### config.mk
export PLATFORM = sky130hd
export DESIGN_NAME = rscl_strap_loader
export DESIGN_NICKNAME = d
export VERILOG_FILES = /design/src/verilog/rscl_pkg.sv /design/src/verilog/rscl_strap_loader.sv
export SDC_FILE = /design/constraint.sdc
export NUM_CORES = 1
export LEC_CHECK = 0
export BUFFER_PORTS_ARGS = -buffer_cell sky130_fd_sc_hd__buf_2
export CORE_AREA = 2 2 84 86
export DETAILED_ROUTE_END_ITERATION = 6
export DIE_AREA = 0 0 86 88
export PLACE_DENSITY = 0.82
export SYNTH_ARGS = -nofsm -noshare
export SYNTH_HDL_FRONTEND = slang
export SYNTH_SLANG_ARGS = --single-unit
export TNS_END_PERCENT = 5
### constraint.sdc
create_clock -name aclk -period 4.22 [get_ports aclk]
set_input_delay 0.633 -clock aclk [delete_from_list [all_inputs] [get_ports aclk]]
set_output_delay 0.633 -clock aclk [all_outputs]
set_load 0.02 [all_outputs]
### src/verilog/rscl_pkg.sv
// Package: register map, field positions, reset values and state codes of the strap loader
package rscl_pkg;

    localparam int          ADDR_W          = 6;
    localparam int          DATA_W          = 32;
    localparam int          REG_W           = 16;

    // Register byte offsets
    localparam logic [5:0]  OFF_BASIC_CTRL  = 6'h00;
    localparam logic [5:0]  OFF_MAC_IFACE   = 6'h04;
    localparam logic [5:0]  OFF_XOVER_CTRL  = 6'h08;
    localparam logic [5:0]  OFF_MDI_FORCE   = 6'h0c;
    localparam logic [5:0]  OFF_CLK_DELAY   = 6'h10;
    localparam logic [5:0]  OFF_AUX_CLOCK   = 6'h14;
    localparam logic [5:0]  OFF_POWER_CTRL  = 6'h18;
    localparam logic [5:0]  OFF_TEN_TE      = 6'h1c;
    localparam logic [5:0]  OFF_STATUS      = 6'h20;

    // Register indices returned by the decoder
    localparam logic [3:0]  IDX_BASIC       = 4'h0;
    localparam logic [3:0]  IDX_MACIF       = 4'h1;
    localparam logic [3:0]  IDX_XOVER       = 4'h2;
    localparam logic [3:0]  IDX_MDI         = 4'h3;
    localparam logic [3:0]  IDX_DELAY       = 4'h4;
    localparam logic [3:0]  IDX_AUX         = 4'h5;
    localparam logic [3:0]  IDX_POWER       = 4'h6;
    localparam logic [3:0]  IDX_TENTE       = 4'h7;
    localparam logic [3:0]  IDX_STATUS      = 4'h8;
    localparam logic [3:0]  IDX_NONE        = 4'hf;

    // Field positions
    localparam int          BIT_SPEED_LSB   = 13;
    localparam int          BIT_AN_EN       = 12;
    localparam int          BIT_DUPLEX      = 8;
    localparam int          BIT_SPEED_MSB   = 6;
    localparam int          POS_MACIF       = 11;
    localparam int          BIT_XOVER_FDIS  = 7;
    localparam int          BIT_AMDIX_DIS   = 5;
    localparam int          BIT_POL_DIS     = 4;
    localparam int          POS_MDI_FORCE   = 2;
    localparam int          POS_RX_DELAY    = 4;
    localparam int          POS_TX_DELAY    = 0;
    localparam int          BIT_AUX_EN      = 15;
    localparam int          POS_AUX_FREQ    = 13;
    localparam int          BIT_LINK_PD     = 6;
    localparam int          BIT_TEN_TE      = 15;

    // Writable bits of each register
    localparam logic [15:0] WMASK_BASIC     = 16'h3140;
    localparam logic [15:0] WMASK_MACIF     = 16'h1800;
    localparam logic [15:0] WMASK_XOVER     = 16'h00b0;
    localparam logic [15:0] WMASK_MDI       = 16'h000c;
    localparam logic [15:0] WMASK_DELAY     = 16'h0077;
    localparam logic [15:0] WMASK_AUX       = 16'he000;
    localparam logic [15:0] WMASK_POWER     = 16'h0040;
    localparam logic [15:0] WMASK_TENTE     = 16'h8000;

    // Values after reset, before the straps are applied
    localparam logic [15:0] RST_XOVER       = 16'h0080;
    localparam logic [15:0] RST_MDI         = 16'h0000;
    localparam logic [15:0] RST_AUX_EN      = 16'h8000;
    localparam logic [15:0] RST_TENTE       = 16'h0000;
    localparam logic [2:0]  RST_DELAY_MGD   = 3'h0;

    // MAC interface codes
    localparam logic [1:0]  MACIF_MII       = 2'h0;
    localparam logic [1:0]  MACIF_RMII      = 2'h1;
    localparam logic [1:0]  MACIF_RGMII     = 2'h2;

    // Manual crossover codes
    localparam logic [1:0]  MDI_FORCE_MDI   = 2'h2;
    localparam logic [1:0]  MDI_FORCE_MDIX  = 2'h3;

    localparam logic [1:0]  RESP_OKAY       = 2'h0;
    localparam logic [1:0]  RESP_SLVERR     = 2'h2;

    typedef enum logic [1:0] {
        ST_CAPTURE = 2'b01,
        ST_RUN     = 2'b10
    } rscl_state_t;

endpackage : rscl_pkg

### src/verilog/rscl_strap_loader.sv
// Strap capture, derived register defaults, media-side controls and AXI4-Lite register slave
//
// How it works
// Mode strap high at reset release selects unmanaged mode using straps as defaults.
// Mode strap low selects managed mode; five straps give PHY address bits 0-4.
// Board logic must not drive strap pins while reset is held.
// Unmanaged straps set speed, autoneg, duplex, MAC interface, crossover, clock delay defaults; here crossover is not strap-loaded and keeps RST_XOVER.
// Unmanaged mode sets the link power-down enable bit to 1 by default.
// Delay straps load rx and tx delay: 00->000, 01->010, 10->100, 11->110.
// Link straps: 0x autoneg all modes, 10 forced 100 half, 11 forced 10 half.
// Unmanaged interface strap 0 selects RGMII, 1 selects RMII.
// With RMII strapped, board must pick a forced link advertisement pattern.
// No checking or correction of inconsistent strap or register settings.
// Unmanaged address straps set address bits 0 and 1, upper three bits zero.
// Narrow interface strap low selects RGMII, high selects MII.
// Unmanaged RMII strap overrides the narrow interface strap.
// Frequency straps load aux clock frequency default: 00 25, 01 50, 10 125 MHz.
// Aux clock frequency field stays writable from software.
// Clearing autoneg enable takes speed and duplex from the control bits.
// Partner without autonegotiation gets speed chosen by parallel detection.
// Auto crossover and polarity correction enabled after reset, disabled by two bits.
// Forced 10/100 link runs auto crossover when forced-mode disable bit cleared.
// Manual crossover field: 10 MDI, 11 MDI-X, 00 automatic by control bits.
// MDI transmits on channel A, receives on B; MDI-X swaps them.
// Reduced-amplitude ten-megabit bit set selects 10BASE-Te.
// Low power idle is allowed only in 100BASE-TX operation.
// Straps held in flops from reset release until the next reset.
`timescale 1ns/100ps

module rscl_strap_loader
    import rscl_pkg::*;
(
    input  wire logic                          aclk,
    input  wire logic                          aresetn,
    // Strap pins
    input  wire logic                          mode_select_strap,
    input  wire logic                          delay_a_strap,
    input  wire logic                          delay_b_strap,
    input  wire logic                          link_c_strap,
    input  wire logic                          link_d_strap,
    input  wire logic                          iface_e_strap,
    input  wire logic                          narrow_iface_select_strap,
    input  wire logic                          addr_bit0_strap,
    input  wire logic                          addr_bit1_strap,
    input  wire logic                          freq_bit0_strap,
    input  wire logic                          freq_bit1_strap,
    // Media-side status from link logic
    input  wire logic                          partner_autoneg_able,
    input  wire logic                          partner_speed_100,
    input  wire logic                          mdix_detected,
    input  wire logic                          lpi_request,
    // AXI4-Lite slave
    input  wire logic [rscl_pkg::ADDR_W-1:0]   s_axi_awaddr,
    input  wire logic                          s_axi_awvalid,
    output logic                               s_axi_awready,
    input  wire logic [rscl_pkg::DATA_W-1:0]   s_axi_wdata,
    input  wire logic [3:0]                    s_axi_wstrb,
    input  wire logic                          s_axi_wvalid,
    output logic                               s_axi_wready,
    output logic [1:0]                         s_axi_bresp,
    output logic                               s_axi_bvalid,
    input  wire logic                          s_axi_bready,
    input  wire logic [rscl_pkg::ADDR_W-1:0]   s_axi_araddr,
    input  wire logic                          s_axi_arvalid,
    output logic                               s_axi_arready,
    output logic [rscl_pkg::DATA_W-1:0]        s_axi_rdata,
    output logic [1:0]                         s_axi_rresp,
    output logic                               s_axi_rvalid,
    input  wire logic                          s_axi_rready,
    // Configuration outputs
    output logic                               config_valid,
    output logic                               managed_mode,
    output logic [4:0]                         phy_address,
    output logic [1:0]                         mac_iface_mode,
    output logic [2:0]                         rx_clk_delay,
    output logic [2:0]                         tx_clk_delay,
    output logic                               link_power_down_en,
    output logic                               aux_clock_enable,
    output logic [1:0]                         aux_clock_freq,
    output logic                               an_enable,
    output logic                               speed_100,
    output logic                               full_duplex,
    output logic                               polarity_correct_en,
    output logic                               mdi_x,
    output logic                               tx_on_channel_b,
    output logic                               rx_on_channel_b,
    output logic                               ten_te_enable,
    output logic                               lpi_allowed
);

    ////////////////////////////////////////////////////////////////////////////////
    // Helpers

    function automatic logic [3:0] reg_index(input logic [ADDR_W-1:0] addr);
        if (addr == OFF_BASIC_CTRL) begin
            return IDX_BASIC;
        end else if (addr == OFF_MAC_IFACE) begin
            return IDX_MACIF;
        end else if (addr == OFF_XOVER_CTRL) begin
            return IDX_XOVER;
        end else if (addr == OFF_MDI_FORCE) begin
            return IDX_MDI;
        end else if (addr == OFF_CLK_DELAY) begin
            return IDX_DELAY;
        end else if (addr == OFF_AUX_CLOCK) begin
            return IDX_AUX;
        end else if (addr == OFF_POWER_CTRL) begin
            return IDX_POWER;
        end else if (addr == OFF_TEN_TE) begin
            return IDX_TENTE;
        end else if (addr == OFF_STATUS) begin
            return IDX_STATUS;
        end else begin
            return IDX_NONE;
        end
    endfunction : reg_index

    function automatic logic [REG_W-1:0] merge(
        input logic [REG_W-1:0] old,
        input logic [DATA_W-1:0] wdata,
        input logic [3:0] wstrb,
        input logic [REG_W-1:0] mask
    );
        logic [REG_W-1:0] lanes;
        lanes = {{8{wstrb[1]}}, {8{wstrb[0]}}} & mask;
        return (old & ~lanes) | (wdata[REG_W-1:0] & lanes);
    endfunction : merge

    ////////////////////////////////////////////////////////////////////////////////
    // Strap synchronisers: pins are outside the clock domain

    localparam int NSTRAP = 11;

    logic [NSTRAP-1:0] strap_pins;
    logic [NSTRAP-1:0] strap_meta;
    logic [NSTRAP-1:0] strap_sync;
    logic [NSTRAP-1:0] strap_hold;

    assign strap_pins = {freq_bit1_strap, freq_bit0_strap, addr_bit1_strap, addr_bit0_strap,
                         narrow_iface_select_strap, iface_e_strap, link_d_strap, link_c_strap,
                         delay_b_strap, delay_a_strap, mode_select_strap};

    // No reset here, so the pulled levels are already settled at release
    always_ff @(posedge aclk) begin
        strap_meta <= strap_pins;
        strap_sync <= strap_meta;
    end

    ////////////////////////////////////////////////////////////////////////////////
    // Capture sequence

    rscl_state_t state;
    rscl_state_t next_state;
    logic        capture;

    assign capture    = (state == ST_CAPTURE);
    assign next_state = capture ? ST_RUN : state;

    always_ff @(posedge aclk) begin
        if (!aresetn) begin
            state <= ST_CAPTURE;
        end else begin
            state <= next_state;
        end
    end

    always_ff @(posedge aclk) begin
        if (!aresetn) begin
            strap_hold <= '0;
        end else if (capture) begin
            strap_hold <= strap_sync;
        end
    end

    ////////////////////////////////////////////////////////////////////////////////
    // Strap-derived defaults, taken from the live synchronised levels at capture

    logic        s_unmgd;
    logic        s_a;
    logic        s_b;
    logic        s_c;
    logic        s_d;
    logic        s_e;
    logic        s_narrow;
    logic [1:0]  s_freq;
    logic [2:0]  def_delay;
    logic [1:0]  def_macif;
    logic [15:0] def_basic;

    assign s_unmgd  = strap_sync[0];
    assign s_a      = strap_sync[1];
    assign s_b      = strap_sync[2];
    assign s_c      = strap_sync[3];
    assign s_d      = strap_sync[4];
    assign s_e      = strap_sync[5];
    assign s_narrow = strap_sync[6];
    assign s_freq   = strap_sync[10:9];

    assign def_delay = s_unmgd ? {s_a, s_b, 1'b0} : RST_DELAY_MGD;
    // Combinations are applied as strapped, never corrected
    assign def_macif = (s_unmgd && s_e) ? MACIF_RMII :
                       s_narrow         ? MACIF_MII  : MACIF_RGMII;
    // Managed mode and strap 0x both give autoneg with the speed 100 and full duplex bits set
    always_comb begin
        def_basic = '0;
        def_basic[BIT_AN_EN]     = !(s_unmgd && s_c);
        def_basic[BIT_SPEED_LSB] = !(s_unmgd && s_c && s_d);
        def_basic[BIT_DUPLEX]    = !(s_unmgd && s_c);
    end

    ////////////////////////////////////////////////////////////////////////////////
    // AXI4-Lite handshakes

    logic       wr_fire;
    logic       rd_fire;
    logic [3:0] wr_idx;
    logic [3:0] rd_idx;

    // Bus stalls until the straps have been applied
    assign s_axi_awready = !capture && s_axi_awvalid && s_axi_wvalid && !s_axi_bvalid;
    assign s_axi_wready  = s_axi_awready;
    assign s_axi_arready = !capture && !s_axi_rvalid;
    assign wr_fire       = s_axi_awready;
    assign rd_fire       = s_axi_arready && s_axi_arvalid;
    assign wr_idx        = reg_index(s_axi_awaddr);
    assign rd_idx        = reg_index(s_axi_araddr);

    ////////////////////////////////////////////////////////////////////////////////
    // Control registers

    logic [15:0] basic_reg;
    logic [15:0] macif_reg;
    logic [15:0] xover_reg;
    logic [15:0] mdi_reg;
    logic [15:0] delay_reg;
    logic [15:0] aux_reg;
    logic [15:0] power_reg;
    logic [15:0] tente_reg;

    always_ff @(posedge aclk) begin
        if (!aresetn) begin
            basic_reg <= '0;
            macif_reg <= '0;
            xover_reg <= RST_XOVER;
            mdi_reg   <= RST_MDI;
            delay_reg <= '0;
            aux_reg   <= RST_AUX_EN;
            power_reg <= '0;
            tente_reg <= RST_TENTE;
        end else if (capture) begin
            basic_reg <= def_basic;
            macif_reg <= 16'({def_macif, 11'h000});
            delay_reg <= 16'({def_delay, 1'b0, def_delay});
            aux_reg   <= RST_AUX_EN | 16'({s_freq, 13'h0000});
            power_reg <= 16'({s_unmgd, 6'h00});
        end else if (wr_fire) begin
            if (wr_idx == IDX_BASIC) begin
                basic_reg <= merge(basic_reg, s_axi_wdata, s_axi_wstrb, WMASK_BASIC);
            end
            if (wr_idx == IDX_MACIF) begin
                macif_reg <= merge(macif_reg, s_axi_wdata, s_axi_wstrb, WMASK_MACIF);
            end
            if (wr_idx == IDX_XOVER) begin
                xover_reg <= merge(xover_reg, s_axi_wdata, s_axi_wstrb, WMASK_XOVER);
            end
            if (wr_idx == IDX_MDI) begin
                mdi_reg <= merge(mdi_reg, s_axi_wdata, s_axi_wstrb, WMASK_MDI);
            end
            if (wr_idx == IDX_DELAY) begin
                delay_reg <= merge(delay_reg, s_axi_wdata, s_axi_wstrb, WMASK_DELAY);
            end
            if (wr_idx == IDX_AUX) begin
                aux_reg <= merge(aux_reg, s_axi_wdata, s_axi_wstrb, WMASK_AUX);
            end
            if (wr_idx == IDX_POWER) begin
                power_reg <= merge(power_reg, s_axi_wdata, s_axi_wstrb, WMASK_POWER);
            end
            if (wr_idx == IDX_TENTE) begin
                tente_reg <= merge(tente_reg, s_axi_wdata, s_axi_wstrb, WMASK_TENTE);
            end
        end
    end

    ////////////////////////////////////////////////////////////////////////////////
    // Link resolution

    logic       an_bit;
    logic       auto_xover;
    logic [1:0] mdi_force;
    logic       next_mdi_x;
    logic       next_speed_100;
    logic       next_full_duplex;

    assign an_bit     = basic_reg[BIT_AN_EN];
    assign mdi_force  = mdi_reg[POS_MDI_FORCE +: 2];
    // Forced links keep a fixed wiring unless the forced-mode disable bit is cleared
    assign auto_xover = !xover_reg[BIT_AMDIX_DIS] &&
                        (an_bit || !xover_reg[BIT_XOVER_FDIS]);
    assign next_mdi_x = (mdi_force == MDI_FORCE_MDI)  ? 1'b0 :
                        (mdi_force == MDI_FORCE_MDIX) ? 1'b1 :
                        (auto_xover && mdix_detected);
    // With autoneg off the control bits set speed and duplex
    assign next_speed_100   = !an_bit ? (basic_reg[BIT_SPEED_LSB] && !basic_reg[BIT_SPEED_MSB]) :
                              !partner_autoneg_able ? partner_speed_100 :
                              basic_reg[BIT_SPEED_LSB];
    assign next_full_duplex = (an_bit && !partner_autoneg_able) ? 1'b0 :
                              basic_reg[BIT_DUPLEX];

    always_ff @(posedge aclk) begin
        if (!aresetn) begin
            speed_100       <= 1'b0;
            full_duplex     <= 1'b0;
            mdi_x           <= 1'b0;
            tx_on_channel_b <= 1'b0;
            rx_on_channel_b <= 1'b1;
            lpi_allowed     <= 1'b0;
        end else begin
            speed_100       <= next_speed_100;
            full_duplex     <= next_full_duplex;
            mdi_x           <= next_mdi_x;
            tx_on_channel_b <= next_mdi_x;
            rx_on_channel_b <= !next_mdi_x;
            lpi_allowed     <= lpi_request && next_speed_100 && !capture;
        end
    end

    ////////////////////////////////////////////////////////////////////////////////
    // Register-driven outputs

    assign config_valid        = !capture;
    assign managed_mode        = !strap_hold[0];
    assign phy_address         = managed_mode ? strap_hold[5:1]
                                              : {3'b000, strap_hold[8:7]};
    assign mac_iface_mode      = macif_reg[POS_MACIF +: 2];
    assign rx_clk_delay        = delay_reg[POS_RX_DELAY +: 3];
    assign tx_clk_delay        = delay_reg[POS_TX_DELAY +: 3];
    assign link_power_down_en  = power_reg[BIT_LINK_PD];
    assign aux_clock_enable    = aux_reg[BIT_AUX_EN];
    assign aux_clock_freq      = aux_reg[POS_AUX_FREQ +: 2];
    assign an_enable           = an_bit;
    assign polarity_correct_en = !xover_reg[BIT_POL_DIS];
    assign ten_te_enable       = tente_reg[BIT_TEN_TE];

    ////////////////////////////////////////////////////////////////////////////////
    // Read path

    logic [15:0] status_word;
    logic [15:0] rd_word;

    assign status_word = {4'h0, mdi_x, speed_100, full_duplex, managed_mode,
                          3'b000, phy_address};

    assign rd_word = (rd_idx == IDX_BASIC)  ? basic_reg :
                     (rd_idx == IDX_MACIF)  ? macif_reg :
                     (rd_idx == IDX_XOVER)  ? xover_reg :
                     (rd_idx == IDX_MDI)    ? mdi_reg   :
                     (rd_idx == IDX_DELAY)  ? delay_reg :
                     (rd_idx == IDX_AUX)    ? aux_reg   :
                     (rd_idx == IDX_POWER)  ? power_reg :
                     (rd_idx == IDX_TENTE)  ? tente_reg :
                     (rd_idx == IDX_STATUS) ? status_word : 16'h0000;

    always_ff @(posedge aclk) begin
        if (!aresetn) begin
            s_axi_bvalid <= 1'b0;
            s_axi_bresp  <= RESP_OKAY;
        end else if (wr_fire) begin
            s_axi_bvalid <= 1'b1;
            s_axi_bresp  <= (wr_idx == IDX_NONE || wr_idx == IDX_STATUS) ? RESP_SLVERR
                                                                          : RESP_OKAY;
        end else if (s_axi_bready) begin
            s_axi_bvalid <= 1'b0;
        end
    end

    always_ff @(posedge aclk) begin
        if (!aresetn) begin
            s_axi_rvalid <= 1'b0;
            s_axi_rdata  <= '0;
            s_axi_rresp  <= RESP_OKAY;
        end else if (rd_fire) begin
            s_axi_rvalid <= 1'b1;
            s_axi_rdata  <= {16'h0000, rd_word};
            s_axi_rresp  <= (rd_idx == IDX_NONE) ? RESP_SLVERR : RESP_OKAY;
        end else if (s_axi_rready) begin
            s_axi_rvalid <= 1'b0;
        end
    end

endmodule : rscl_strap_loader

# Yosys cells after proc, flatten, opt, wreduce, memory -nomap -nowiden
# Cells that the tools add are included.
# W data, S select, Z words.
# totals
out_inout_bits,69
wordCells,209
regBits,188
in_bits,70
# classes
mux,56
reduce_logical,55
eq_ne,37
bitwise,34
# ops
op,n
$and A16 B16 Y16,10
$mux W16,8
$or A16 B16 Y16,8
$mux W4,16
$eq A6 B5 Y1 const B,8
$mux W15,3
$mux W14,3
$mux W7,6
$mux W13,3
$and A16 B7 Y16,2
$eq A4 B3 Y1 const B,8
$not A16 Y16,2
$not A7 Y16,2
$eq A6 B4 Y1 const B,4
$reduce_and A2 Y1,10
$and A16 B13 Y16,1
$and A16 B14 Y16,1
$and A16 B4 Y16,1
$and A16 B8 Y16,1
$eq A4 B2 Y1 const B,4
$eq A4 B4 Y1 const B,4
$not A13 Y16,1
$not A14 Y16,1
$not A4 Y16,1
20 further kinds,74

# Logic depth before layout (Yosys ltp)
# Gate-level depths: netlist (run 1).
# logic_depth
word_depth,20
ltp_mapped,7

# Least setup slack after synthesis (run 1)
# No wires, ideal clock.
# synth_path
path_kind,in2out
start,input s_axi_wvalid
end,output s_axi_wready
arrival_ns,1.704
slack_ns,1.883
cell_stages,3
path_cell_list,nand3b_1 > nor2_1 > buf_4
# synth_between
elab_chain_cells,2
# synth_rtl
element,line,rtl
start: declaration,rscl_strap_loader.sv:58,"input wire logic s_axi_wvalid,"
$logic_and A1 B1 Y1 (2 in series),rscl_strap_loader.sv:220,assign s_axi_awready = !capture && s_axi_awvalid && s_axi_wvalid && !s_axi_bvalid;
end: declaration,rscl_strap_loader.sv:59,"output logic s_axi_wready,"
# No other way between the ends.

# Worst setup path after layout (run 1)
# layout_path
start,register s_axi_bvalid
end,output s_axi_awready
# layout_between
elab_chain_cells,2
# layout_rtl
element,line,rtl
start: declaration,rscl_strap_loader.sv:61,"output logic s_axi_bvalid,"
start signal: assignment,rscl_strap_loader.sv:365,s_axi_bvalid <= 1'b0;
start signal: assignment,rscl_strap_loader.sv:368,s_axi_bvalid <= 1'b1;
start signal: assignment,rscl_strap_loader.sv:372,s_axi_bvalid <= 1'b0;
$logic_not A1 Y1,rscl_strap_loader.sv:220,
$logic_and A1 B1 Y1,rscl_strap_loader.sv:220,
end: declaration,rscl_strap_loader.sv:55,"output logic s_axi_awready,"
# No other way between the ends.

==> impl_metrics.toml, run 1 <==
[global_routing]
grt_pass1_vias = 2691
grt.total_usage = 0.2322
grt-ovfl-total = 0
grt_max_degree = 29
grt_pass1_wl_mm = 13.32
antenna_found_initial = 0

[detailed_routing]
post_drt_wl_per_cell_um = 15.64
ant_nets = 0
vias = 2946
viasPerCell = 5.548
drc = 0
drtIter0Drc = 232
drt_first_pass_iters = 5
finalWirelength_mm = 8.304

[sta]
skew_ns = 0.007072
setup_ws_ns = 1.799
min_period_ns = 2.421
final-max-slew-violation-count = 0
setup_viol = 0
fin_crit_sh = 0.5736
tns_ns = 0
max_freq_mhz = 413.1
rsz0062_at_grt = "no"
worst_slew_pin_slew_ns = 0.8899
timing.slew.headroom = 0.4042
report.final.hold_viol_count = 0

[hold_path]
hp-class = "reg -> reg"

[setup_path]
cp.arrival_ns = 1.79
cp-end-kind = "output port"
start_kind = "register"
cp.required_ns = 3.59
crit_path_max_fanout = 9
critPathKind = "reg -> out"

[finish]
mostFrequentLayoutCells = "buf_2, dfxtp_1, nand2_1"
area_growth_pct = 20.49
drive_gt1_frac = 0.2993
fin_area_sq_mm = 0.003906
n_antenna_cell = 0
fin_util = 0.5879
stdcell_count = 531
layout.nets = 516
layout_commonest_cell = "buf_2"

[logic_synthesis]
synth_ff_type = "dfxtp_1"
ys_ff_latch = 79
ys_seq_area_frac = 0.4878
synth_cell_types = 48
async_reset_ff_frac = 0
synth_area_per_cell_sq_um = 9.158
synth_warnings = 0
syn_inst = 354
syn-cell-area_sq_mm = 0.003242
synth_edf_count = 0

[power_and_ir_drop]
vdd_ir_drop_max_mv = 0.2739
leakagePower_nw = 1.704
p_per_area_mw_per_mm2 = 413.0

[clock_tree]
clk_pin_slew_ns = 0.09
h-tree-depth = 3
clockBufferDepth = 2
clock_latency_ns = 0.37
cts_buffers = 9
clock-sinks = 79
post_cts_buffers = 0
cts_resized = 0
clockRootBuffer = "clkbuf_8"
cts_tree = "built"
ctsHoldBuffers = 0

[placement]
dp_hpwl_mm = 6.046
port_buffers = 100
finalWeightedCongestion = 0.9096
pre_cts_ws_ns = 1.843
dp.cells = 515
dpl_cell_area_sq_mm = 0.003702

[floorplanning]
ioPinCount = 139
rows = 30
start_util = 0.4879
die_area_sq_mm = 0.007568
core_area_sq_mm = 0.006644
die_y_um = 88
chipWidth_um = 86

[outcome]
status = "finished clean"

[flow_run]
maxCapViolations = 0
through the flow:
step / hold slack (ns) / total power [mW]
floorplan: 0.3096 / 0.9748
CTS: 0.3326 / 1.617
detailed placement: 0.3121 / 1.045
finish: 0.3324 / 1.613
global placement: 0.3102 / 1.039
global route: 0.3420 / 1.682
cell families after synthesis:
| kind of cell | after synthesis | share of synthesized area |
|---|---|---|
| compound gates | 76 | 0.1378 |
| fa+ha+maj | 1 | 0.003088 |
| buf+inv | 46 | 0.07757 |
| flops | 79 | 0.4878 |
| mux | 19 | 0.05944 |
| other cells | 1 | 0.001157 |
| simple gates | 132 | 0.2331 |
report_power, final:
part	switching, mW	total [mW]	leakage, nW	internal, mW
clock	0.303	0.583	0.0968	0.280
sequential	0.0304	0.814	0.652	0.783
combinational	0.144	0.216	0.955	0.0726
total	0.477	1.61	1.70	1.14
per-layer routing:
layer,wire [um],global-route usage
met5,0,0
met4,266,0.1241
met3,767,0.05090
met2,3677,0.3594
met1,3593,0.3039
layout make-up:
type / instances / area (sq um)
well taps: 80 / 100.1
fillers: 602 / 2738
clock inverters: 7 / 80.08
multi-input cells: 246 / 1475
repair buffers: 102 / 515.5
inverters: 8 / 30.03
clock buffers: 9 / 123.9
flip-flops and latches: 79 / 1582
worst max-delay path, cell delays in order, from the launching register on:
cell	delay, ns
dfxtp_1	0.33
nand3b_1	0.46
nor2_1	0.40
buf_2	0.23
Yosys cell counts (all sizes together), types with 3 or more instances:
cell type / n / share of area
inv: 8 / 0.0093
or4: 6 / 0.016
a31oi: 6 / 0.012
nor4: 6 / 0.025
a2bb2oi: 4 / 0.011
nand4: 3 / 0.0058
nor2: 20 / 0.023
buf: 26 / 0.054
nand3b: 6 / 0.015
clkbuf: 12 / 0.014
mux2i: 17 / 0.052
dfxtp: 79 / 0.49
nand3: 19 / 0.029
a21oi: 35 / 0.054
nor2b: 5 / 0.0096
nor3: 6 / 0.012
nor3b: 3 / 0.0085
nand2: 42 / 0.049
o21ai: 21 / 0.032
nand2b: 4 / 0.0077
path summary, 6_finish.rpt:
| check | slack, ns | endpoint | depth (start not counted) | from |
|---|---|---|---|---|
| setup / recovery | 1.80 | s_axi_awready | 3 | s_axi_bvalid$_SDFFE_PN0P_ |
| setup reg to reg | 1.89 | s_axi_rdata[13]$_SDFFE_PN0P_ | 6 | state[0]$_SDFFE_PN1P_ |
| hold reg to reg | 0.33 | strap_sync[8]$_DFF_P_ | 0 | strap_meta[8]$_DFF_P_ |
| hold / removal | 0.33 | strap_sync[8]$_DFF_P_ | 0 | strap_meta[8]$_DFF_P_ |
No activity file was read; power rests on OpenSTA's default activity.
==> run 2: changes to the inputs <==
--- a/config.mk
+++ b/config.mk
@@ -6,10 +6,10 @@
 export NUM_CORES = 1
 export LEC_CHECK = 0
 export BUFFER_PORTS_ARGS = -buffer_cell sky130_fd_sc_hd__buf_2
-export CORE_AREA = 2 2 84 86
+export CORE_AREA = 2 2 87 89
 export DETAILED_ROUTE_END_ITERATION = 6
-export DIE_AREA = 0 0 86 88
-export PLACE_DENSITY = 0.82
+export DIE_AREA = 0 0 89 91
+export PLACE_DENSITY = 0.77
 export SYNTH_ARGS = -nofsm -noshare
 export SYNTH_HDL_FRONTEND = slang
 export SYNTH_SLANG_ARGS = --single-unit
==> constraint.sdc (replaced) <==
create_clock -name aclk -period 2.5 [get_ports aclk]
set_input_delay 0.375 -clock aclk [delete_from_list [all_inputs] [get_ports aclk]]
set_output_delay 0.375 -clock aclk [all_outputs]
set_load 0.02 [all_outputs]
==> impl_metrics.toml, run 2 (synthesis results as in run 1) <==
[setup_path]
critPathKind = "reg -> out"
cp.required_ns = 2.12
crit_slowest_cell = "nand3b_1"
cp_slowest_stage_delay_ns = 0.45
start_kind = "register"
r2r_cells = 4
crit_path_cell_trace = "nand3b_1 -> nor2_1 -> buf_2"
cp-end-kind = "output port"
crit_path_max_fanout = 9
cp.arrival_ns = 1.77

[global_routing]
grt-ovfl-total = 0
grt_max_degree = 29
grt_pass1_wl_mm = 13.48
grt_pass1_vias = 2664
antenna_found_initial = 0
grt.total_usage = 0.2179

[sta]
report.final.hold_viol_count = 0
skew_ns = 0.009914
timing.slew.headroom = 0.6393
setup_ws_ns = 0.3550
fin_crit_sh = 0.8580
hold_ws_ns = 0.1110
tns_ns = 0
rsz0062_at_grt = "no"
max_freq_mhz = 466.2
setup_viol = 0
final-max-slew-violation-count = 0
worst_slew_pin_slew_ns = 0.5394
min_period_ns = 2.145

[power_and_ir_drop]
combPwrFrac = 0.145
seqPwrFrac = 0.525
p_switching_mw = 0.7753
clkPwrFrac = 0.330
p_per_area_mw_per_mm2 = 663.1
intPower_mw = 1.844
switching_share = 0.2960
vdd_ir_drop_max_mv = 0.4709
leakagePower_nw = 1.722

[clock_tree]
clock-sinks = 79
clk_pin_slew_ns = 0.08
cts_resized = 0
post_cts_buffers = 0
cts_tree = "built"
ctsHoldBuffers = 0
clockBufferDepth = 2
cts_buffers = 9
clock_latency_ns = 0.36
h-tree-depth = 3
clockRootBuffer = "clkbuf_8"

[finish]
mostFrequentLayoutCells = "buf_2, dfxtp_1, nand2_1"
nFillCells = 674
area_growth_pct = 21.84
n_antenna_cell = 0
drive_gt1_frac = 0.3070
layout_commonest_cell = "buf_2"
stdcell_count = 555
layout.nets = 522

[detailed_routing]
drc = 0
vias = 2969
post_drt_wl_per_cell_um = 15.60
drtIter0Drc = 245
viasPerCell = 5.350
finalWirelength_mm = 8.660
drt_first_pass_iters = 5
ant_nets = 0

[floorplanning]
start_util = 0.4542
chipWidth_um = 89
die_y_um = 91
core_area_sq_mm = 0.007137
rows = 31
die_area_sq_mm = 0.008099
ioPinCount = 139

[placement]
port_buffers = 100
finalWeightedCongestion = 0.9222
pre_cts_ws_ns = 0.5352
dp.cells = 540
dp_hpwl_mm = 6.462

[outcome]
status = "finished clean"

[hold_path]
min_path_cells = 1
hp-class = "in -> reg"

[flow_run]
maxCapViolations = 0
[run 2: layer usage]
layer	global-route usage	part of all wire	vias to the layer above
li1	-	-	1426
met1	0.2891	0.42	1354
met2	0.3364	0.47	169
met3	0.07273	0.088	20
met4	0.06343	0.017	0
met5	0	0	-
[run 2: metrics by stage]
| step | cell area [sq um] | util | total power, mW |
|---|---|---|---|
| final | 3950 | 0.5535 | 2.619 |
| after global routing | 3950 | 0.5535 | 2.733 |
| after CTS | 3950 | 0.5535 | 2.630 |
| after detailed placement | 3771 | 0.5284 | 1.778 |
| after global placement | 3771 | 0.5284 | 1.767 |
| after floorplan | 3306 | - | 1.646 |
[run 2: final cells by class]
cell class	count	area, sq um	share of cell area
flip-flops and latches	79	1582	0.4004
multi-input cells	246	1475	0.3735
repair buffers	108	560.5	0.1419
clock buffers	10	137.6	0.03484
well taps	99	123.9	0.03136
clock inverters	5	41.29	0.01045
inverters	8	30.03	0.007602
[run 2: worst max-delay path, delay by kind of cell, from the launching register on]
kind,cells,cell delay (ns)
buffers and inverters,1,0.23
DFF,1,0.33
and+or+nand+nor,2,0.85
[run 2: power by group through the flow]
stage / registers, mW / logic, mW / clock network, mW
2_1_floorplan: 1.42 / 0.225 / 0
3_3_place_gp: 1.40 / 0.366 / 0
3_5_place_dp: 1.40 / 0.375 / 0
4_1_cts: 1.37 / 0.376 / 0.880
6_report: 1.38 / 0.379 / 0.865
5_1_grt: 1.38 / 0.411 / 0.940
[run 2: final timing paths]
path,start,endpoint,slack (ns)
worst max-delay path,s_axi_bvalid$_SDFFE_PN0P_,s_axi_awready,0.35
worst min-delay path,freq_bit0_strap,strap_meta[9]$_DFF_P_,0.11
worst max register to register,s_axi_bvalid$_SDFFE_PN0P_,register,0.67
worst min register to register,strap_meta[1]$_DFF_P_,strap_sync[1]$_DFF_P_,0.33
==> run 3: changes to the inputs <==
--- a/config.mk
+++ b/config.mk
@@ -10,6 +10,7 @@
 export DETAILED_ROUTE_END_ITERATION = 6
 export DIE_AREA = 0 0 89 91
 export PLACE_DENSITY = 0.77
+export RECOVER_POWER = 100
 export SYNTH_ARGS = -nofsm -noshare
 export SYNTH_HDL_FRONTEND = slang
 export SYNTH_SLANG_ARGS = --single-unit
==> impl_metrics.toml, run 3 (synthesis results as in run 1) <==
[outcome]
status = "finished clean"

[power_and_ir_drop]
switching_share = 0.2960
seqPwrFrac = 0.530
total_power_mw = 2.597
p_switching_mw = 0.7687
clkPwrFrac = 0.333
p_per_area_mw_per_mm2 = 680.6
combPwrFrac = 0.137
vdd_ir_drop_max_mv = 0.4524
intPower_mw = 1.829
leakagePower_nw = 1.501

[clock_tree]
h-tree-depth = 3
clockBufferDepth = 2
clock_latency_ns = 0.36
clk_pin_slew_ns = 0.08
cts_tree = "built"
clock-sinks = 79
cts_resized = 0
clockRootBuffer = "clkbuf_8"
ctsHoldBuffers = 0
cts_buffers = 9
post_cts_buffers = 0

[sta]
report.final.hold_viol_count = 0
max_freq_mhz = 475.5
setup_viol = 0
rsz0062_at_grt = "no"
final-max-slew-violation-count = 0
timing.slew.headroom = 0.06587
min_period_ns = 2.103
skew_ns = 0.008109
hold_ws_ns = 0.1111
fin_crit_sh = 0.8412
worst_slew_pin_slew_ns = 1.401
tns_ns = 0

[detailed_routing]
post_drt_wl_per_cell_um = 15.55
finalWirelength_mm = 8.631
viasPerCell = 5.308
vias = 2946
drc = 0
drt_first_pass_iters = 5
ant_nets = 0
drtIter0Drc = 237

[finish]
area_growth_pct = 17.72
drive_gt1_frac = 0.1711
layout.nets = 522
nFillCells = 705
mostFrequentLayoutCells = "dfxtp_1, clkbuf_1, buf_2"
fin_area_sq_mm = 0.003816
layout_commonest_cell = "dfxtp_1"
fin_util = 0.5347
n_antenna_cell = 0

[hold_path]
hp-class = "in -> reg"
hp-start = "freq_bit0_strap"
min_path_cells = 1
min_to = "strap_meta[9]$_DFF_P_"

[floorplanning]
die_y_um = 91
ioPinCount = 139
rows = 31
core_area_sq_mm = 0.007137
chipWidth_um = 89
start_util = 0.4542
die_area_sq_mm = 0.008099

[global_routing]
grt_max_degree = 29
antenna_found_initial = 0
grt.total_usage = 0.2179
grt-ovfl-total = 0
grt_pass1_vias = 2664
grt_pass1_wl_mm = 13.48

[setup_path]
cp.arrival_ns = 2.39
r2r_slack_ns = 0.40
r2r_cells = 4
r2r-start = "s_axi_bvalid$_SDFFE_PN0P_"
critPathKind = "reg -> reg"
crit_path_max_fanout = 9
cp-end-kind = "register"
start_kind = "register"
cp.required_ns = 2.78

[placement]
port_buffers = 100
finalWeightedCongestion = 0.9222
dpl_cell_area_sq_mm = 0.003771
dp_hpwl_mm = 6.462

[flow_run]
maxCapViolations = 0
-- run 3: final cells by class --
class,count,area (sq um),share of cell area
clock inverters,5,41.29,0.01082
clock buffers,10,137.6,0.03607
inverters,8,30.03,0.007869
multi-input cells,246,1411,0.3698
well taps,99,123.9,0.03246
flip-flops and latches,79,1582,0.4144
repair buffers,108,490.5,0.1285
-- run 3: power by group through the flow --
stage | Clock (mW) | Combinational (mW) | Sequential, mW
6_report | 0.865 | 0.356 | 1.38
5_1_grt | 0.940 | 0.389 | 1.38
4_1_cts | 0.880 | 0.376 | 1.37
3_5_place_dp | 0 | 0.375 | 1.40
3_3_place_gp | 0 | 0.366 | 1.40
2_1_floorplan | 0 | 0.225 | 1.42
-- run 3: metal layers --
metal | track usage | part of all wire
met1 | 0.2891 | 0.42
met2 | 0.3364 | 0.48
met3 | 0.07273 | 0.090
met4 | 0.06343 | 0.011
met5 | 0 | 0
-- run 3: how the worst max path moves through the flow --
stage | start | endpoint | slack, ns
finish | s_axi_bvalid$_SDFFE_PN0P_ | register | 0.40
global route | s_axi_bvalid$_SDFFE_PN0P_ | register | 0.28
CTS | s_axi_bvalid$_SDFFE_PN0P_ | s_axi_awready | 0.33
detailed placement | s_axi_awaddr[1] | register | 0.54
global placement | s_axi_awaddr[1] | register | 0.59
floorplan | s_axi_bvalid$_SDFFE_PN0P_ | s_axi_wready | 0.57
-- run 3: critical path: stages, from the launching register on --
cell      delay, ns
dfxtp_1        0.33
nand3b_1       0.34
nor4_1         0.95
nand3_1        0.20
a31oi_1        0.21
-- run 3: per-stage QoR --
stage | cells | setup WS, ns
floorplan | 371 | 0.5703
global placement | 540 | 0.5944
detailed placement | 540 | 0.5352
CTS | 555 | 0.3304
global route | 555 | 0.2835
finish | 555 | 0.3969
